===== src/hw/motor_protection_pkg.sv =====
// shared constants and carrier types for the motor 3/4 protection logger
// assumes a 25 MHz system clock and a classic wishbone slave port with 32-bit data and a 16-bit address
package motor_protection_pkg;

	// timing
	localparam int unsigned CLK_HZ = 25_000_000;
	localparam int unsigned TIME_STEP_MS = 100;
	localparam int unsigned TIME_STEP_CYCLES = CLK_HZ / 1000 * TIME_STEP_MS;

	// bus geometry: register index n sits at byte address 4*n
	localparam int unsigned ADR_W = 16;
	localparam int unsigned IDX_W = 12;

	// register indices
	localparam logic [IDX_W-1:0] IDX_FAULT_SLOT0 = 12'hE46;
	localparam logic [IDX_W-1:0] IDX_FAULT_SLOT3 = 12'hE49;
	localparam logic [IDX_W-1:0] IDX_OT_SEL_M3 = 12'hE4A;
	localparam logic [IDX_W-1:0] IDX_OT_LVL_M3 = 12'hE4B;
	localparam logic [IDX_W-1:0] IDX_OT_TIME_M3 = 12'hE4C;
	localparam logic [IDX_W-1:0] IDX_OT_SEL_M4 = 12'hE4D;
	localparam logic [IDX_W-1:0] IDX_OT_LVL_M4 = 12'hE4E;
	localparam logic [IDX_W-1:0] IDX_OT_TIME_M4 = 12'hE4F;
	localparam logic [IDX_W-1:0] IDX_TH_TYPE_M3 = 12'hE50;
	localparam logic [IDX_W-1:0] IDX_TH_TIME_M3 = 12'hE51;
	localparam logic [IDX_W-1:0] IDX_TH_TYPE_M4 = 12'hE52;
	localparam logic [IDX_W-1:0] IDX_TH_TIME_M4 = 12'hE53;
	localparam logic [IDX_W-1:0] IDX_STATUS = 12'hE54;
	localparam logic [IDX_W-1:0] IDX_CONTROL = 12'hE55;
	localparam logic [IDX_W-1:0] IDX_FLC_M3 = 12'hE56;
	localparam logic [IDX_W-1:0] IDX_FLC_M4 = 12'hE57;

	// reset values
	localparam logic [15:0] OT_SEL_RST = 16'h0000;
	localparam logic [15:0] OT_LVL_RST = 16'h0078;
	localparam logic [15:0] OT_TIME_RST = 16'h0001;
	localparam logic [15:0] TH_TYPE_RST = 16'h0001;
	localparam logic [15:0] TH_TIME_RST = 16'h0258;
	localparam logic [15:0] FLC_RST = 16'h0064;
	localparam logic [15:0] NO_FAULT = 16'h0000;

	// status and control fields
	localparam int unsigned ST_WARN_LSB = 0;
	localparam int unsigned ST_HALT_LSB = 2;
	localparam int unsigned ST_COAST_LSB = 4;
	localparam int unsigned CTL_MANUAL_RESET = 0;

	// fault codes
	localparam logic [15:0] FC_OC_ACCEL = 16'h0001;
	localparam logic [15:0] FC_OC_STOP = 16'h0006;
	localparam logic [15:0] FC_OV_ACCEL = 16'h0007;
	localparam logic [15:0] FC_UV_ACCEL = 16'h000B;
	localparam logic [15:0] FC_UV_STOP = 16'h000E;
	localparam logic [15:0] FC_CMD_ERR = 16'h0036;
	localparam logic [15:0] FC_LINK_TIMEOUT = 16'h003A;
	localparam logic [15:0] FC_DEB = 16'h003E;
	localparam logic [15:0] FC_OT_M3 = 16'h0080;
	localparam logic [15:0] FC_TH_M3 = 16'h0086;

	// selection decode limits and percent figures
	localparam logic [15:0] OT_SEL_MAX = 16'h0004;
	localparam logic [15:0] TH_TYPE_INDEP = 16'h0000;
	localparam logic [15:0] TH_TYPE_FAN = 16'h0001;
	localparam int unsigned TH_THR_PCT = 150;
	localparam int unsigned OT_RELEASE_PCT = 5;
	localparam logic [7:0] LOW_SPEED_PCT = 8'h32;
	localparam int unsigned NUM_SLOTS = 4;

	typedef enum logic [1:0] {
		RUN_STOP,
		RUN_ACCEL,
		RUN_DECEL,
		RUN_CONST
	} run_state_type;

	typedef struct packed {
		run_state_type state;
		logic motor_sel;
		logic [15:0] load_pct;
		logic [15:0] current;
		logic [7:0] speed_pct;
	} meas_type;

	typedef struct packed {
		logic overcurrent;
		logic overvoltage;
		logic undervoltage;
		logic decel_energy_backup;
		logic illegal_command_err;
		logic illegal_address_err;
		logic illegal_value_err;
		logic readonly_write_err;
		logic link_timeout_err;
	} trip_event_type;

	typedef struct packed {
		logic [1:0] overtorque_warn;
		logic halt;
		logic coast;
		logic log_strobe;
		logic [15:0] log_code;
	} prot_out_type;

endpackage


===== src/hw/motor_protection_fault_logger.sv =====
// over-torque, thermal relay and fault record logic for motors 3 and 4
// assumes measurement and trip events arrive on clk_sys from drive logic
// Notes on behaviour
// - records are 16-bit; 0 none, 1-3 over-current by state, 6 at stop
// - codes 7-10 over-voltage in four run states, 11-13 low-voltage while running
// - serial command errors log as codes 54 through 58
// - over-torque logs 128/129, thermal trips log 134/135
// - low-voltage at stop is never recorded; while running it is
// - energy backup writes code 62 into every record slot at once
// - selection 0 off, 1-2 constant speed, 3-4 any run; even stops
// - selections 1 and 3 warn and record nothing
// - selections 2 and 4 raise an error and record a fault
// - over-torque level per motor, percent of drive rating, default 120
// - over-torque time per motor in 0.1 s steps, default 0.1 s
// - detect once load stays above level longer than the time
// - continuing warning holds until load drops below 5% of level
// - stopping modes halt the drive until a manual reset
// - thermal type 0 independent fan, 1 shaft fan, 2 off; default 1
// - shaft-fan motors trip sooner at low speed
// - thermal action time per motor 30.0-600.0 s, default 60.0 s
// - thermal threshold is 150% of full-load current; count above it
// - trip once accumulated over-threshold time exceeds action time
// - thermal trip records its code and coasts the motor to stop
// - higher current shortens the effective time to trip
// - thermal accumulation clears on power-up reset
// - a newer fault enters slot 0 and shifts older records down; the oldest drops out
`timescale 1ns/1ps

module motor_protection_fault_logger #(
	parameter int unsigned TICK_CYCLES =
		motor_protection_pkg::TIME_STEP_CYCLES // cycles per 0.1 s
) (
	input wire logic clk_sys, // system clock
	input wire logic rstn, // async reset, power-up
	input wire logic wb_cyc_i, // wishbone cycle
	input wire logic wb_stb_i, // wishbone strobe
	input wire logic wb_we_i, // wishbone write
	input wire logic [motor_protection_pkg::ADR_W-1:0] wb_adr_i, // byte addr
	input wire logic [3:0] wb_sel_i, // byte enables
	input wire logic [31:0] wb_dat_i, // write data
	output logic [31:0] wb_dat_o, // read data
	output logic wb_ack_o, // acknowledge
	input wire motor_protection_pkg::meas_type meas, // drive measurement
	input wire motor_protection_pkg::trip_event_type trip_event, // events
	output motor_protection_pkg::prot_out_type prot_out // actions, log
);
	import motor_protection_pkg::*;

	// helpers
	function automatic logic [15:0] state_code(input logic [15:0] base,
			input logic [15:0] stop_code, input run_state_type st);
		logic [15:0] code;
		code = stop_code;
		case (st)
			RUN_ACCEL: code = base;
			RUN_DECEL: code = base + 16'h0001;
			RUN_CONST: code = base + 16'h0002;
			default: code = stop_code;
		endcase
		return code;
	endfunction

	function automatic logic [15:0] merge16(input logic [15:0] old,
			input logic [31:0] dat, input logic [3:0] sel);
		logic [15:0] r;
		r = old;
		if (sel[0]) begin
			r[7:0] = dat[7:0];
		end
		if (sel[1]) begin
			r[15:8] = dat[15:8];
		end
		return r;
	endfunction

	// bus and configuration state
	logic ack_q, ack_d;
	logic [31:0] dat_q, dat_d;
	logic [15:0] ot_sel_q [2], ot_sel_d [2];
	logic [15:0] ot_lvl_q [2], ot_lvl_d [2];
	logic [15:0] ot_time_q [2], ot_time_d [2];
	logic [15:0] th_type_q [2], th_type_d [2];
	logic [15:0] th_time_q [2], th_time_d [2];
	logic [15:0] flc_q [2], flc_d [2];
	logic manual_reset;

	// protection state
	logic [31:0] tick_cnt_q, tick_cnt_d;
	logic tick;
	logic [15:0] ot_cnt_q [2], ot_cnt_d [2];
	logic [1:0] warn_q, warn_d;
	logic [1:0] halt_q, halt_d;
	logic [1:0] coast_q, coast_d;
	logic [31:0] th_acc_q [2], th_acc_d [2];
	logic [1:0] ot_fault, th_fault;

	// log state
	logic [15:0] slot_q [NUM_SLOTS], slot_d [NUM_SLOTS];
	logic strobe_q, strobe_d;
	logic [15:0] code_q, code_d;

	logic [IDX_W-1:0] idx;
	logic req;
	assign idx = wb_adr_i[IDX_W+1:2];
	assign req = wb_cyc_i && wb_stb_i && ack_q
		&& wb_adr_i[ADR_W-1:IDX_W+2] == 2'b00;

	// register file, one-wait-state answer, writes land on the ack edge
	always_comb begin
		logic [15:0] rd;
		rd = 16'h0000;
		ack_d = wb_cyc_i && wb_stb_i && !ack_q;
		dat_d = dat_q;
		manual_reset = 1'b0;
		ot_sel_d = ot_sel_q;
		ot_lvl_d = ot_lvl_q;
		ot_time_d = ot_time_q;
		th_type_d = th_type_q;
		th_time_d = th_time_q;
		flc_d = flc_q;
		if (idx >= IDX_FAULT_SLOT0 && idx <= IDX_FAULT_SLOT3) begin
			rd = slot_q[2'(idx - IDX_FAULT_SLOT0)];
		end else if (idx == IDX_OT_SEL_M3 || idx == IDX_OT_SEL_M4) begin
			rd = ot_sel_q[idx == IDX_OT_SEL_M4];
		end else if (idx == IDX_OT_LVL_M3 || idx == IDX_OT_LVL_M4) begin
			rd = ot_lvl_q[idx == IDX_OT_LVL_M4];
		end else if (idx == IDX_OT_TIME_M3 || idx == IDX_OT_TIME_M4) begin
			rd = ot_time_q[idx == IDX_OT_TIME_M4];
		end else if (idx == IDX_TH_TYPE_M3 || idx == IDX_TH_TYPE_M4) begin
			rd = th_type_q[idx == IDX_TH_TYPE_M4];
		end else if (idx == IDX_TH_TIME_M3 || idx == IDX_TH_TIME_M4) begin
			rd = th_time_q[idx == IDX_TH_TIME_M4];
		end else if (idx == IDX_STATUS) begin
			rd[ST_WARN_LSB +: 2] = warn_q;
			rd[ST_HALT_LSB +: 2] = halt_q;
			rd[ST_COAST_LSB +: 2] = coast_q;
		end else if (idx == IDX_FLC_M3 || idx == IDX_FLC_M4) begin
			rd = flc_q[idx == IDX_FLC_M4];
		end
		if (wb_adr_i[ADR_W-1:IDX_W+2] != 2'b00) begin
			rd = 16'h0000;
		end
		if (ack_d) begin
			dat_d = {16'h0000, rd};
		end
		if (req && wb_we_i) begin
			if (idx == IDX_OT_SEL_M3 || idx == IDX_OT_SEL_M4) begin
				ot_sel_d[idx == IDX_OT_SEL_M4] =
					merge16(ot_sel_q[idx == IDX_OT_SEL_M4], wb_dat_i, wb_sel_i);
			end else if (idx == IDX_OT_LVL_M3 || idx == IDX_OT_LVL_M4) begin
				ot_lvl_d[idx == IDX_OT_LVL_M4] =
					merge16(ot_lvl_q[idx == IDX_OT_LVL_M4], wb_dat_i, wb_sel_i);
			end else if (idx == IDX_OT_TIME_M3 || idx == IDX_OT_TIME_M4) begin
				ot_time_d[idx == IDX_OT_TIME_M4] = merge16(
					ot_time_q[idx == IDX_OT_TIME_M4], wb_dat_i, wb_sel_i);
			end else if (idx == IDX_TH_TYPE_M3 || idx == IDX_TH_TYPE_M4) begin
				th_type_d[idx == IDX_TH_TYPE_M4] = merge16(
					th_type_q[idx == IDX_TH_TYPE_M4], wb_dat_i, wb_sel_i);
			end else if (idx == IDX_TH_TIME_M3 || idx == IDX_TH_TIME_M4) begin
				th_time_d[idx == IDX_TH_TIME_M4] = merge16(
					th_time_q[idx == IDX_TH_TIME_M4], wb_dat_i, wb_sel_i);
			end else if (idx == IDX_CONTROL) begin
				manual_reset = wb_sel_i[0] && wb_dat_i[CTL_MANUAL_RESET];
			end else if (idx == IDX_FLC_M3 || idx == IDX_FLC_M4) begin
				flc_d[idx == IDX_FLC_M4] =
					merge16(flc_q[idx == IDX_FLC_M4], wb_dat_i, wb_sel_i);
			end
		end
	end

	always_ff @(posedge clk_sys or negedge rstn) begin
		if (!rstn) begin
			ack_q <= 1'b0;
			dat_q <= 32'h0000_0000;
			ot_sel_q <= '{OT_SEL_RST, OT_SEL_RST};
			ot_lvl_q <= '{OT_LVL_RST, OT_LVL_RST};
			ot_time_q <= '{OT_TIME_RST, OT_TIME_RST};
			th_type_q <= '{TH_TYPE_RST, TH_TYPE_RST};
			th_time_q <= '{TH_TIME_RST, TH_TIME_RST};
			flc_q <= '{FLC_RST, FLC_RST};
		end else begin
			ack_q <= ack_d;
			dat_q <= dat_d;
			ot_sel_q <= ot_sel_d;
			ot_lvl_q <= ot_lvl_d;
			ot_time_q <= ot_time_d;
			th_type_q <= th_type_d;
			th_time_q <= th_time_d;
			flc_q <= flc_d;
		end
	end

	// 0.1 s time base
	always_comb begin
		tick = tick_cnt_q == TICK_CYCLES - 1;
		tick_cnt_d = tick ? 32'h0000_0000 : tick_cnt_q + 32'h0000_0001;
	end

	always_ff @(posedge clk_sys or negedge rstn) begin
		if (!rstn) begin
			tick_cnt_q <= 32'h0000_0000;
		end else begin
			tick_cnt_q <= tick_cnt_d;
		end
	end

	// over-torque and thermal relay, one lane per motor
	always_comb begin
		logic active, enabled, over, detect, th_over;
		logic [31:0] weight, limit, acc_sum;
		active = 1'b0;
		enabled = 1'b0;
		over = 1'b0;
		detect = 1'b0;
		th_over = 1'b0;
		weight = 32'h0000_0000;
		limit = 32'h0000_0000;
		acc_sum = 32'h0000_0000;
		ot_cnt_d = ot_cnt_q;
		th_acc_d = th_acc_q;
		warn_d = warn_q;
		halt_d = halt_q;
		coast_d = coast_q;
		ot_fault = 2'b00;
		th_fault = 2'b00;
		for (int m = 0; m < 2; m++) begin
			active = meas.motor_sel == 1'(m) && meas.state != RUN_STOP;
			enabled = 1'b0;
			if (ot_sel_q[m] == 16'h0001 || ot_sel_q[m] == 16'h0002) begin
				enabled = meas.state == RUN_CONST;
			end else if (ot_sel_q[m] == 16'h0003 || ot_sel_q[m] == OT_SEL_MAX)
					begin
				enabled = 1'b1;
			end
			// selections above OT_SEL_MAX leave enabled low
			over = active && enabled && meas.load_pct > ot_lvl_q[m];
			detect = 1'b0;
			if (!over) begin
				ot_cnt_d[m] = 16'h0000;
			end else if (tick) begin
				detect = ot_cnt_q[m] >= ot_time_q[m];
				if (ot_cnt_q[m] != 16'hFFFF) begin
					ot_cnt_d[m] = ot_cnt_q[m] + 16'h0001;
				end
			end
			if ({16'h0000, meas.load_pct} * 32'(100)
					< {16'h0000, ot_lvl_q[m]} * 32'(OT_RELEASE_PCT)) begin
				warn_d[m] = 1'b0;
			end
			if (manual_reset) begin
				halt_d[m] = 1'b0;
				coast_d[m] = 1'b0;
			end
			if (detect && ot_sel_q[m][0]) begin
				warn_d[m] = 1'b1;
			end
			if (detect && !ot_sel_q[m][0]) begin
				warn_d[m] = 1'b1;
				halt_d[m] = 1'b1;
				ot_fault[m] = !halt_q[m];
			end
			// thermal relay: weight by current, doubled at low fan speed
			th_over = meas.motor_sel == 1'(m)
				&& (th_type_q[m] == TH_TYPE_INDEP || th_type_q[m] == TH_TYPE_FAN)
				&& {16'h0000, meas.current} * 32'(100)
				> {16'h0000, flc_q[m]} * 32'(TH_THR_PCT);
			weight = {16'h0000, meas.current};
			if (th_type_q[m] == TH_TYPE_FAN && meas.speed_pct < LOW_SPEED_PCT)
					begin
				weight = {15'h0000, meas.current, 1'b0};
			end
			limit = 32'({16'h0000, th_time_q[m]} * {16'h0000, flc_q[m]}
				* 32'(TH_THR_PCT) / 32'(100));
			acc_sum = th_acc_q[m] + weight;
			if (th_over && tick) begin
				th_acc_d[m] = acc_sum < th_acc_q[m] ? 32'hFFFF_FFFF : acc_sum;
			end
			if (manual_reset && coast_q[m]) begin
				th_acc_d[m] = 32'h0000_0000;
			end
			if (th_over && tick && th_acc_d[m] > limit && !coast_q[m]) begin
				coast_d[m] = 1'b1;
				th_fault[m] = 1'b1;
			end
		end
	end

	always_ff @(posedge clk_sys or negedge rstn) begin
		if (!rstn) begin
			ot_cnt_q <= '{16'h0000, 16'h0000};
			warn_q <= 2'b00;
			halt_q <= 2'b00;
			coast_q <= 2'b00;
			th_acc_q <= '{32'h0000_0000, 32'h0000_0000};
		end else begin
			ot_cnt_q <= ot_cnt_d;
			warn_q <= warn_d;
			halt_q <= halt_d;
			coast_q <= coast_d;
			th_acc_q <= th_acc_d;
		end
	end

	// fault record encoding and history
	always_comb begin
		logic hit;
		logic [15:0] code;
		hit = 1'b1;
		code = NO_FAULT;
		slot_d = slot_q;
		if (th_fault[0]) begin
			code = FC_TH_M3;
		end else if (th_fault[1]) begin
			code = FC_TH_M3 + 16'h0001;
		end else if (ot_fault[0]) begin
			code = FC_OT_M3;
		end else if (ot_fault[1]) begin
			code = FC_OT_M3 + 16'h0001;
		end else if (trip_event.overcurrent) begin
			code = state_code(FC_OC_ACCEL, FC_OC_STOP, meas.state);
		end else if (trip_event.overvoltage) begin
			code = state_code(FC_OV_ACCEL, FC_OV_ACCEL + 16'h0003,
				meas.state);
		end else if (trip_event.undervoltage && meas.state != RUN_STOP) begin
			code = state_code(FC_UV_ACCEL, FC_UV_STOP, meas.state);
		end else if (trip_event.illegal_command_err) begin
			code = FC_CMD_ERR;
		end else if (trip_event.illegal_address_err) begin
			code = FC_CMD_ERR + 16'h0001;
		end else if (trip_event.illegal_value_err) begin
			code = FC_CMD_ERR + 16'h0002;
		end else if (trip_event.readonly_write_err) begin
			code = FC_CMD_ERR + 16'h0003;
		end else if (trip_event.link_timeout_err) begin
			code = FC_LINK_TIMEOUT;
		end else begin
			hit = 1'b0;
		end
		if (trip_event.decel_energy_backup) begin
			hit = 1'b1;
			code = FC_DEB;
			for (int s = 0; s < NUM_SLOTS; s++) begin
				slot_d[s] = FC_DEB;
			end
		end else if (hit) begin
			for (int s = NUM_SLOTS - 1; s > 0; s--) begin
				slot_d[s] = slot_q[s-1];
			end
			slot_d[0] = code;
		end
		strobe_d = hit;
		code_d = hit ? code : code_q;
	end

	always_ff @(posedge clk_sys or negedge rstn) begin
		if (!rstn) begin
			slot_q <= '{NO_FAULT, NO_FAULT, NO_FAULT, NO_FAULT};
			strobe_q <= 1'b0;
			code_q <= NO_FAULT;
		end else begin
			slot_q <= slot_d;
			strobe_q <= strobe_d;
			code_q <= code_d;
		end
	end

	assign wb_ack_o = ack_q;
	assign wb_dat_o = dat_q;
	assign prot_out.overtorque_warn = warn_q;
	assign prot_out.halt = |halt_q;
	assign prot_out.coast = |coast_q;
	assign prot_out.log_strobe = strobe_q;
	assign prot_out.log_code = code_q;

endmodule // motor_protection_fault_logger


===== config.mk =====
export PLATFORM = sky130hd
export DESIGN_NAME = motor_protection_fault_logger
export DESIGN_NICKNAME = d
export VERILOG_FILES = /design/src/hw/motor_protection_pkg.sv /design/src/hw/motor_protection_fault_logger.sv
export SDC_FILE = /design/constraint.sdc
export NUM_CORES = 2
export LEC_CHECK = 0
export BUFFER_PORTS_ARGS = -buffer_cell sky130_fd_sc_hd__buf_2
export CORE_MARGIN = 2
export CORE_UTILIZATION = 45
export DETAILED_ROUTE_END_ITERATION = 16
export GPL_ROUTABILITY_DRIVEN = 1
export SYNTH_ARGS = -nofsm -noshare
export SYNTH_HDL_FRONTEND = slang
export SYNTH_SLANG_ARGS = --single-unit

===== constraint.sdc =====
create_clock -name clk_sys -period 43.1 [get_ports clk_sys]
set_input_delay 2.155 -clock clk_sys [delete_from_list [all_inputs] [get_ports clk_sys]]
set_output_delay 2.155 -clock clk_sys [all_outputs]
set_load 0.005 [all_outputs]

Word-level counts from Yosys, hierarchy flattened --
Index checks and enable logic that the tools add are counted. W data, S select, Z words.
Operators by class: reduce and logical (&&, ||, !) cells 79, div/mod/pow operators 2, $lt $le $gt $ge 28, bitwise logic cells 14, $add $sub $neg 6, multipliers 10, equality and inequality tests 34, muxes and demuxes 193
Operators by type and width (count):
- $mux W16 | 48
- $mux W8 | 68
- $mux W32 | 7
- $bwmux W32 | 6
- $eq A12 B12 Y1 const B | 14
- $mux W64 | 2
- $demux W16 S1 | 6
- $add A32 B32 Y32 | 2
- $div A32 B7 Y32 const B | 2
- $eq A16 B1 Y1 const B | 4
- $eq A16 B2 Y1 const B | 4
- $gt A32 B32 Y1 | 2
- $lt A32 B32 Y1 | 2
- $mul A16 B16 Y32 | 2
- $mul A32 B7 Y31 const B | 2
- $gt A23 B24 Y1 | 2
- $lt A23 B19 Y1 | 2
- $mul A16 B7 Y23 const B | 2
- $mux W1 | 43
- $mul A16 B5 Y21 const B | 2
- $logic_and A1 B1 Y1 | 38
- $mul A16 B3 Y19 const B | 2
- $mux W6 | 6
- $mux W17 | 2
- other kinds (38) | 96
Word-level totals: register bits after elaboration 424, output and inout port bits 54

Longest topological paths before layout --
depth after elaboration 18, depth in mapped cells 193, mapped depth without buffers 171

Worst setup path before layout --
OpenSTA, ideal clock, no wires.
kind reg2reg, from register flc_q[18] in the netlist's numbering, to register slot_q[50] in the netlist's numbering, setup slack 3395 ps, cell stages (with the launch flop) 171, setup time 119 ps, arrival time 39586 ps, period minus slack after synthesis 39705 ps, cell sequence dfstp_2 clkbuf_1 clkbuf_1 nand2_1 fa_1 inv_1 fa_1 inv_1 fa_1 inv_1 fa_1 fa_1 inv_1 fa_1 inv_1 ha_1 o21ai_1 nor2_1 [135 not listed] nor2b_1 o21ai_0 nand2b_1 a21oi_1 nor2b_1 o21ai_0 a21boi_0 o21ai_0 nand2b_1 a21oi_1 a31oi_1 nor4_1 nand2_1 nor3b_1 nor3_1 nand2_1 buf_1 o21a_1
Between the ends: cells in the longest elaborated chain, start to end 13
RTL lines:
- start: declaration | RTL line motor_protection_fault_logger.sv:84 | logic [15:0] flc_q [2], flc_d [2];
- start signal: assignment | RTL line motor_protection_fault_logger.sv:180 | flc_q <= '{FLC_RST, FLC_RST};
- start signal: assignment | RTL line motor_protection_fault_logger.sv:189 | flc_q <= flc_d;
- parallel branches: the longest is 7 deep, another holds $mul A16 B16 Y32
- $logic_and A1 B1 Y1 (*) (2 in series) | RTL line motor_protection_fault_logger.sv:281 | if (th_over && tick && th_acc_d[m] > limit && !coast_q[m]) begin
- $mux W1 (*) | RTL line motor_protection_fault_logger.sv:281
- $mux W16 | RTL line motor_protection_fault_logger.sv:311 | if (th_fault[0]) begin
- $mux W64 | RTL line motor_protection_fault_logger.sv:345 | end else if (hit) begin
- $mux W64 | RTL line motor_protection_fault_logger.sv:339 | if (trip_event.decel_energy_backup) begin
- end signal: assignment | RTL line motor_protection_fault_logger.sv:357 | slot_q <= '{NO_FAULT, NO_FAULT, NO_FAULT, NO_FAULT};
- end signal: assignment | RTL line motor_protection_fault_logger.sv:361 | slot_q <= slot_d;
- end: declaration | RTL line motor_protection_fault_logger.sv:98 | logic [15:0] slot_q [NUM_SLOTS], slot_d [NUM_SLOTS];
Every way passes the cells marked *. The select of a mux whose other input is x is not followed. A chain may end at the register's enable or synchronous reset.

Worst setup path in the final report --
from register flc_q[21] in the netlist's numbering, to register slot_q[7] in the netlist's numbering
Between the ends: cells in the longest elaborated chain, start to end 12
RTL lines (RTL line):
- parallel branches: the longest is 7 deep, another holds $mul A16 B16 Y32
- $logic_and A1 B1 Y1 (*) (2 in series) | motor_protection_fault_logger.sv:281
- $mux W1 (*) | motor_protection_fault_logger.sv:281
- $mux W1 (*) | motor_protection_fault_logger.sv:311
- $reduce_bool A2 Y1 (no line) (*)
Every way passes the cells marked *.

==> metrics.md <==
| Metric | Value |
|---|---|
| GR Util met1 | `0.4084` |
| Worst path most repeated cell | `buf_4` |
| Worst path bufs/invs | `27` |
| Post-DRT Antenna Nets | `0` |
| Cell taking the most area after synthesis | `ha_1` |
| Status | `complete, no violations` |
| Max Freq | `0.02414 GHz` |
| Worst skew pair latency | `0.63 ns` |
| Initial antenna violation count | `21` |
| WL final | `328300 um` |
| Worst rel slew slack | `0.1875` |
| First-pass GRT wire length | `516600 um` |
| Max rail drop VDD | `183.4 uV` |
| Max Cap Viol | `0` |
| CP max stage delay | `0.68 ns` |
| DRC viols | `0` |
| Core Area | `206900 um2` |
| Gr usage total | `0.3005` |
| PortBufs | `116` |
| Skew final | `0.05976 ns` |
| CTS Buf Count | `44` |
| Seq/Total Area, Yosys | `0.09889` |
| Synth cell types | `189` |
| Critical path fanouts, max | `17` |
| Async SR Flop Fraction | `1.000` |
| Final net count | `14450` |
| GP Congestion | `0.9655` |
| Longest Clk Path Bufs | `3` |
| Clock root buffer | `clkbuf_16` |
| Vias per std cell | `6.018` |
| Number of global-route vias before repair | `92180` |
| Row cnt | `167` |
| Top cell type's share of synthesized area | `0.1248` |
| Critical Path Source Type | `register` |
| Critical path required time | `43.59 ns` |
| Die Height | `459.7 um` |
| CTS sink count | `368` |
| Met3 Usage GRT | `0.02642` |
| R2R Path Start | `flc_q[21]$_DFFE_PN1P_` |
| Number of flops mapped to enable cells by yosys | `0` |
| Synthesis-stage register bit count | `368` |
| 1st-pass router iterations | `7` |
| Hold crit path type | `register to register` |
| Clock-pin slew on the worst setup and hold paths | `0.06 ns` |
| Max Slew Vio Count | `0` |
| GRT met2 Usage | `0.5003` |
| Post-synthesis average cell area | `7.769 um2` |
| Residual overflow from global routing | `0` |
| Final Hold Fails | `0` |
| Slowest cell on the critical path | `dfstp_4` |
| Pin count of the biggest net entering global routing | `108` |
| H-tree depth | `2` |
| DPL Wire Length | `265900 um` |
| CTS tree | `yes` |
| Most common cell in the netlist | `inv_1` |
| Synth Flop Type | `dfrtp_1` |
| Die Wd | `459.7 um` |
| Worst slew pin tran | `1.211 ns` |
| Fillers | `20110` |
| Leakage power | `50.22 nW` |
| Initial core utilization | `0.4518` |
| Pwr dens | `50.11 nW/um2` |
| Top Usage Layer GRT | `met2` |
| Final Setup Violations | `0` |
| Die area | `211300 um2` |
| Initial detailed-routing violation count | `7402` |
| Tcrit/Tclk final | `0.9611` |
| Synthesized area | `93450 um2` |
| Most common library cells after synthesis | `1287 x inv_1, 1138 x nand2_1, 932 x ha_1` |
| Warnings, synthesis | `0` |
| I/O pin total | `163` |
| Final min period | `41.42 ns` |
| Crit-path leading delay family | `compound AO/OA/AOI/OAI gates` |
| Fin area | `107300 um2` |
| Crit end category | `register` |
| Layout cell share with drive strength beyond 1 | `0.1787` |
| Area after DPL | `102600 um2` |
| Critical path class | `register to register` |
| Cells after DPL | `15400` |
| Post-route insts no fill | `15610` |
| Synth area leaders | `ha_1 12%, fa_1 12%, dfrtp_1 9.2%, xnor2_1 5.3%, inv_1 5.2%` |
| Wire per inst | `21.04 um` |
| DR vias | `93910` |
| Syn Inst Count | `12030` |
| Worst setup path startpoint | `flc_q[21]$_DFFE_PN1P_` |
| P&R area growth vs syn | `14.84%` |
| Finished Core Util | `0.5188` |
| CP arrival | `41.91 ns` |
| Hold Startpoint | `th_type_q[16]$_DFFE_PN1P_` |
cells by family (layout without fill, tap and decap cells):
family	count (synthesis)	count (layout)	synth area share
DFF	368	368	0.09889
adders and majority gates	1496	1496	0.2447
muxes	327	327	0.03887
other	1	42	0.00004013
xor gates and xnor gates	815	816	0.07910
AOI/OAI and AO/OA	3043	3043	0.2272
buffers and inverters	1804	2636	0.08134
and+or+nand+nor	4174	4174	0.2298
cells in the final DEF (no fill, tap or decap), types with 81 or more instances in the layout:
master and count:
nor2_1 828, ha_1 925, nor2b_1 95, o211ai_1 86
nor4_1 109, inv_1 1287, nand2b_1 142, buf_4 1102
a21oi_1 647, nor3_1 277, o21ai_1 94, xnor2_1 528
mux2_2 199, dfrtp_1 310, mux2i_1 108, buf_2 115
or3_1 97, and2_1 373, and3_1 122, fa_1 556
o21ai_0 621, a21o_1 170, a31oi_1 142, xor2_1 208
nand3_1 331, a211oi_1 119, nand4_1 172, nand2_1 1128
o21a_1 81
final timing paths:
| check | endpoint | slack [ns] | cells after the start |
|---|---|---|---|
| worst max-delay path | slot_q[7]$_DFFE_PN0P_ | 1.68 | 170 |
| worst min-delay path | th_type_q[16]$_DFFE_PN1P_ | 0.49 | 2 |
| worst max register to register | slot_q[7]$_DFFE_PN0P_ | 1.68 | 170 |
| worst min register to register | th_type_q[16]$_DFFE_PN1P_ | 0.49 | 2 |
| max in group asynchronous | flc_q[19]$_DFFE_PN0P_ | 39.00 | 3 |
| min in group asynchronous | tick_cnt_q[7]$_DFF_PN0_ | 1.55 | 1 |
sequential cells by signal, indices dropped and copies added (netlist names), 2 cells and up:
register / count
halt_q: 2
ot_time_q: 32
th_type_q: 32
flc_q: 32
th_acc_q: 64
slot_q: 23
wb_dat_o: 16
tick_cnt_q: 32
ot_cnt_q: 32
ot_lvl_q: 32
coast_q: 2
warn_q: 2
ot_sel_q: 32
th_time_q: 32
report_power, final:
group          internal (mW)  switching [mW]  total (mW)
combinational           2.15            2.47        4.62
clock                  0.244           0.167       0.411
sequential             0.346        0.000860       0.347
tightest hold or removal path: cells and delay by family (launching register included):
kind | cells | cell delay, ns
AND/OR/NAND/NOR | 1 | 0.04
AO/OA/AOI/OAI | 1 | 0.06
flip-flops | 1 | 0.38
repair_timing:
item	4_1_cts	5_1_grt
pin swaps	1	104
endpoints found under the setup margin	26	27
resized for setup	24	451
cloned	0	1
hold buffers	0	0
buffers inserted	1	108
metrics by stage:
stage	setup TNS, ns	setup WS (ns)	hold slack [ns]	total power, mW
after floorplan	0	3.395	0.4479	2.959
after global placement	-2.978	-0.1736	0.4708	4.704
after detailed placement	-12.36	-0.5684	0.4705	4.770
after CTS	0	0.01950	0.4879	5.205
after global routing	-3.590	-0.1909	0.5219	5.809
final	0	1.678	0.4910	5.378
layout make-up:
cell class,instances,area [um2],share of cell area
Clock inverter,24,374.1,0.003486
Clock buffer,58,1214,0.01131
Antenna cell,17,42.54,0.0003964
Tap cell,2704,3383,0.03153
Inverter,1324,5015,0.04673
Sequential cell,368,9330,0.08694
Multi-Input combinational cell,9881,78900,0.7352
Timing Repair Buffer,1230,9060,0.08442
per-layer routing:
metal	vias to the layer above	wire (um)	share of wire
li1	44400	-	-
met1	45970	144800	0.44
met2	3019	153800	0.47
met3	524	18590	0.057
met4	6	11120	0.034
met5	-	41	0.00012
(Power assumes the default switching activity.)
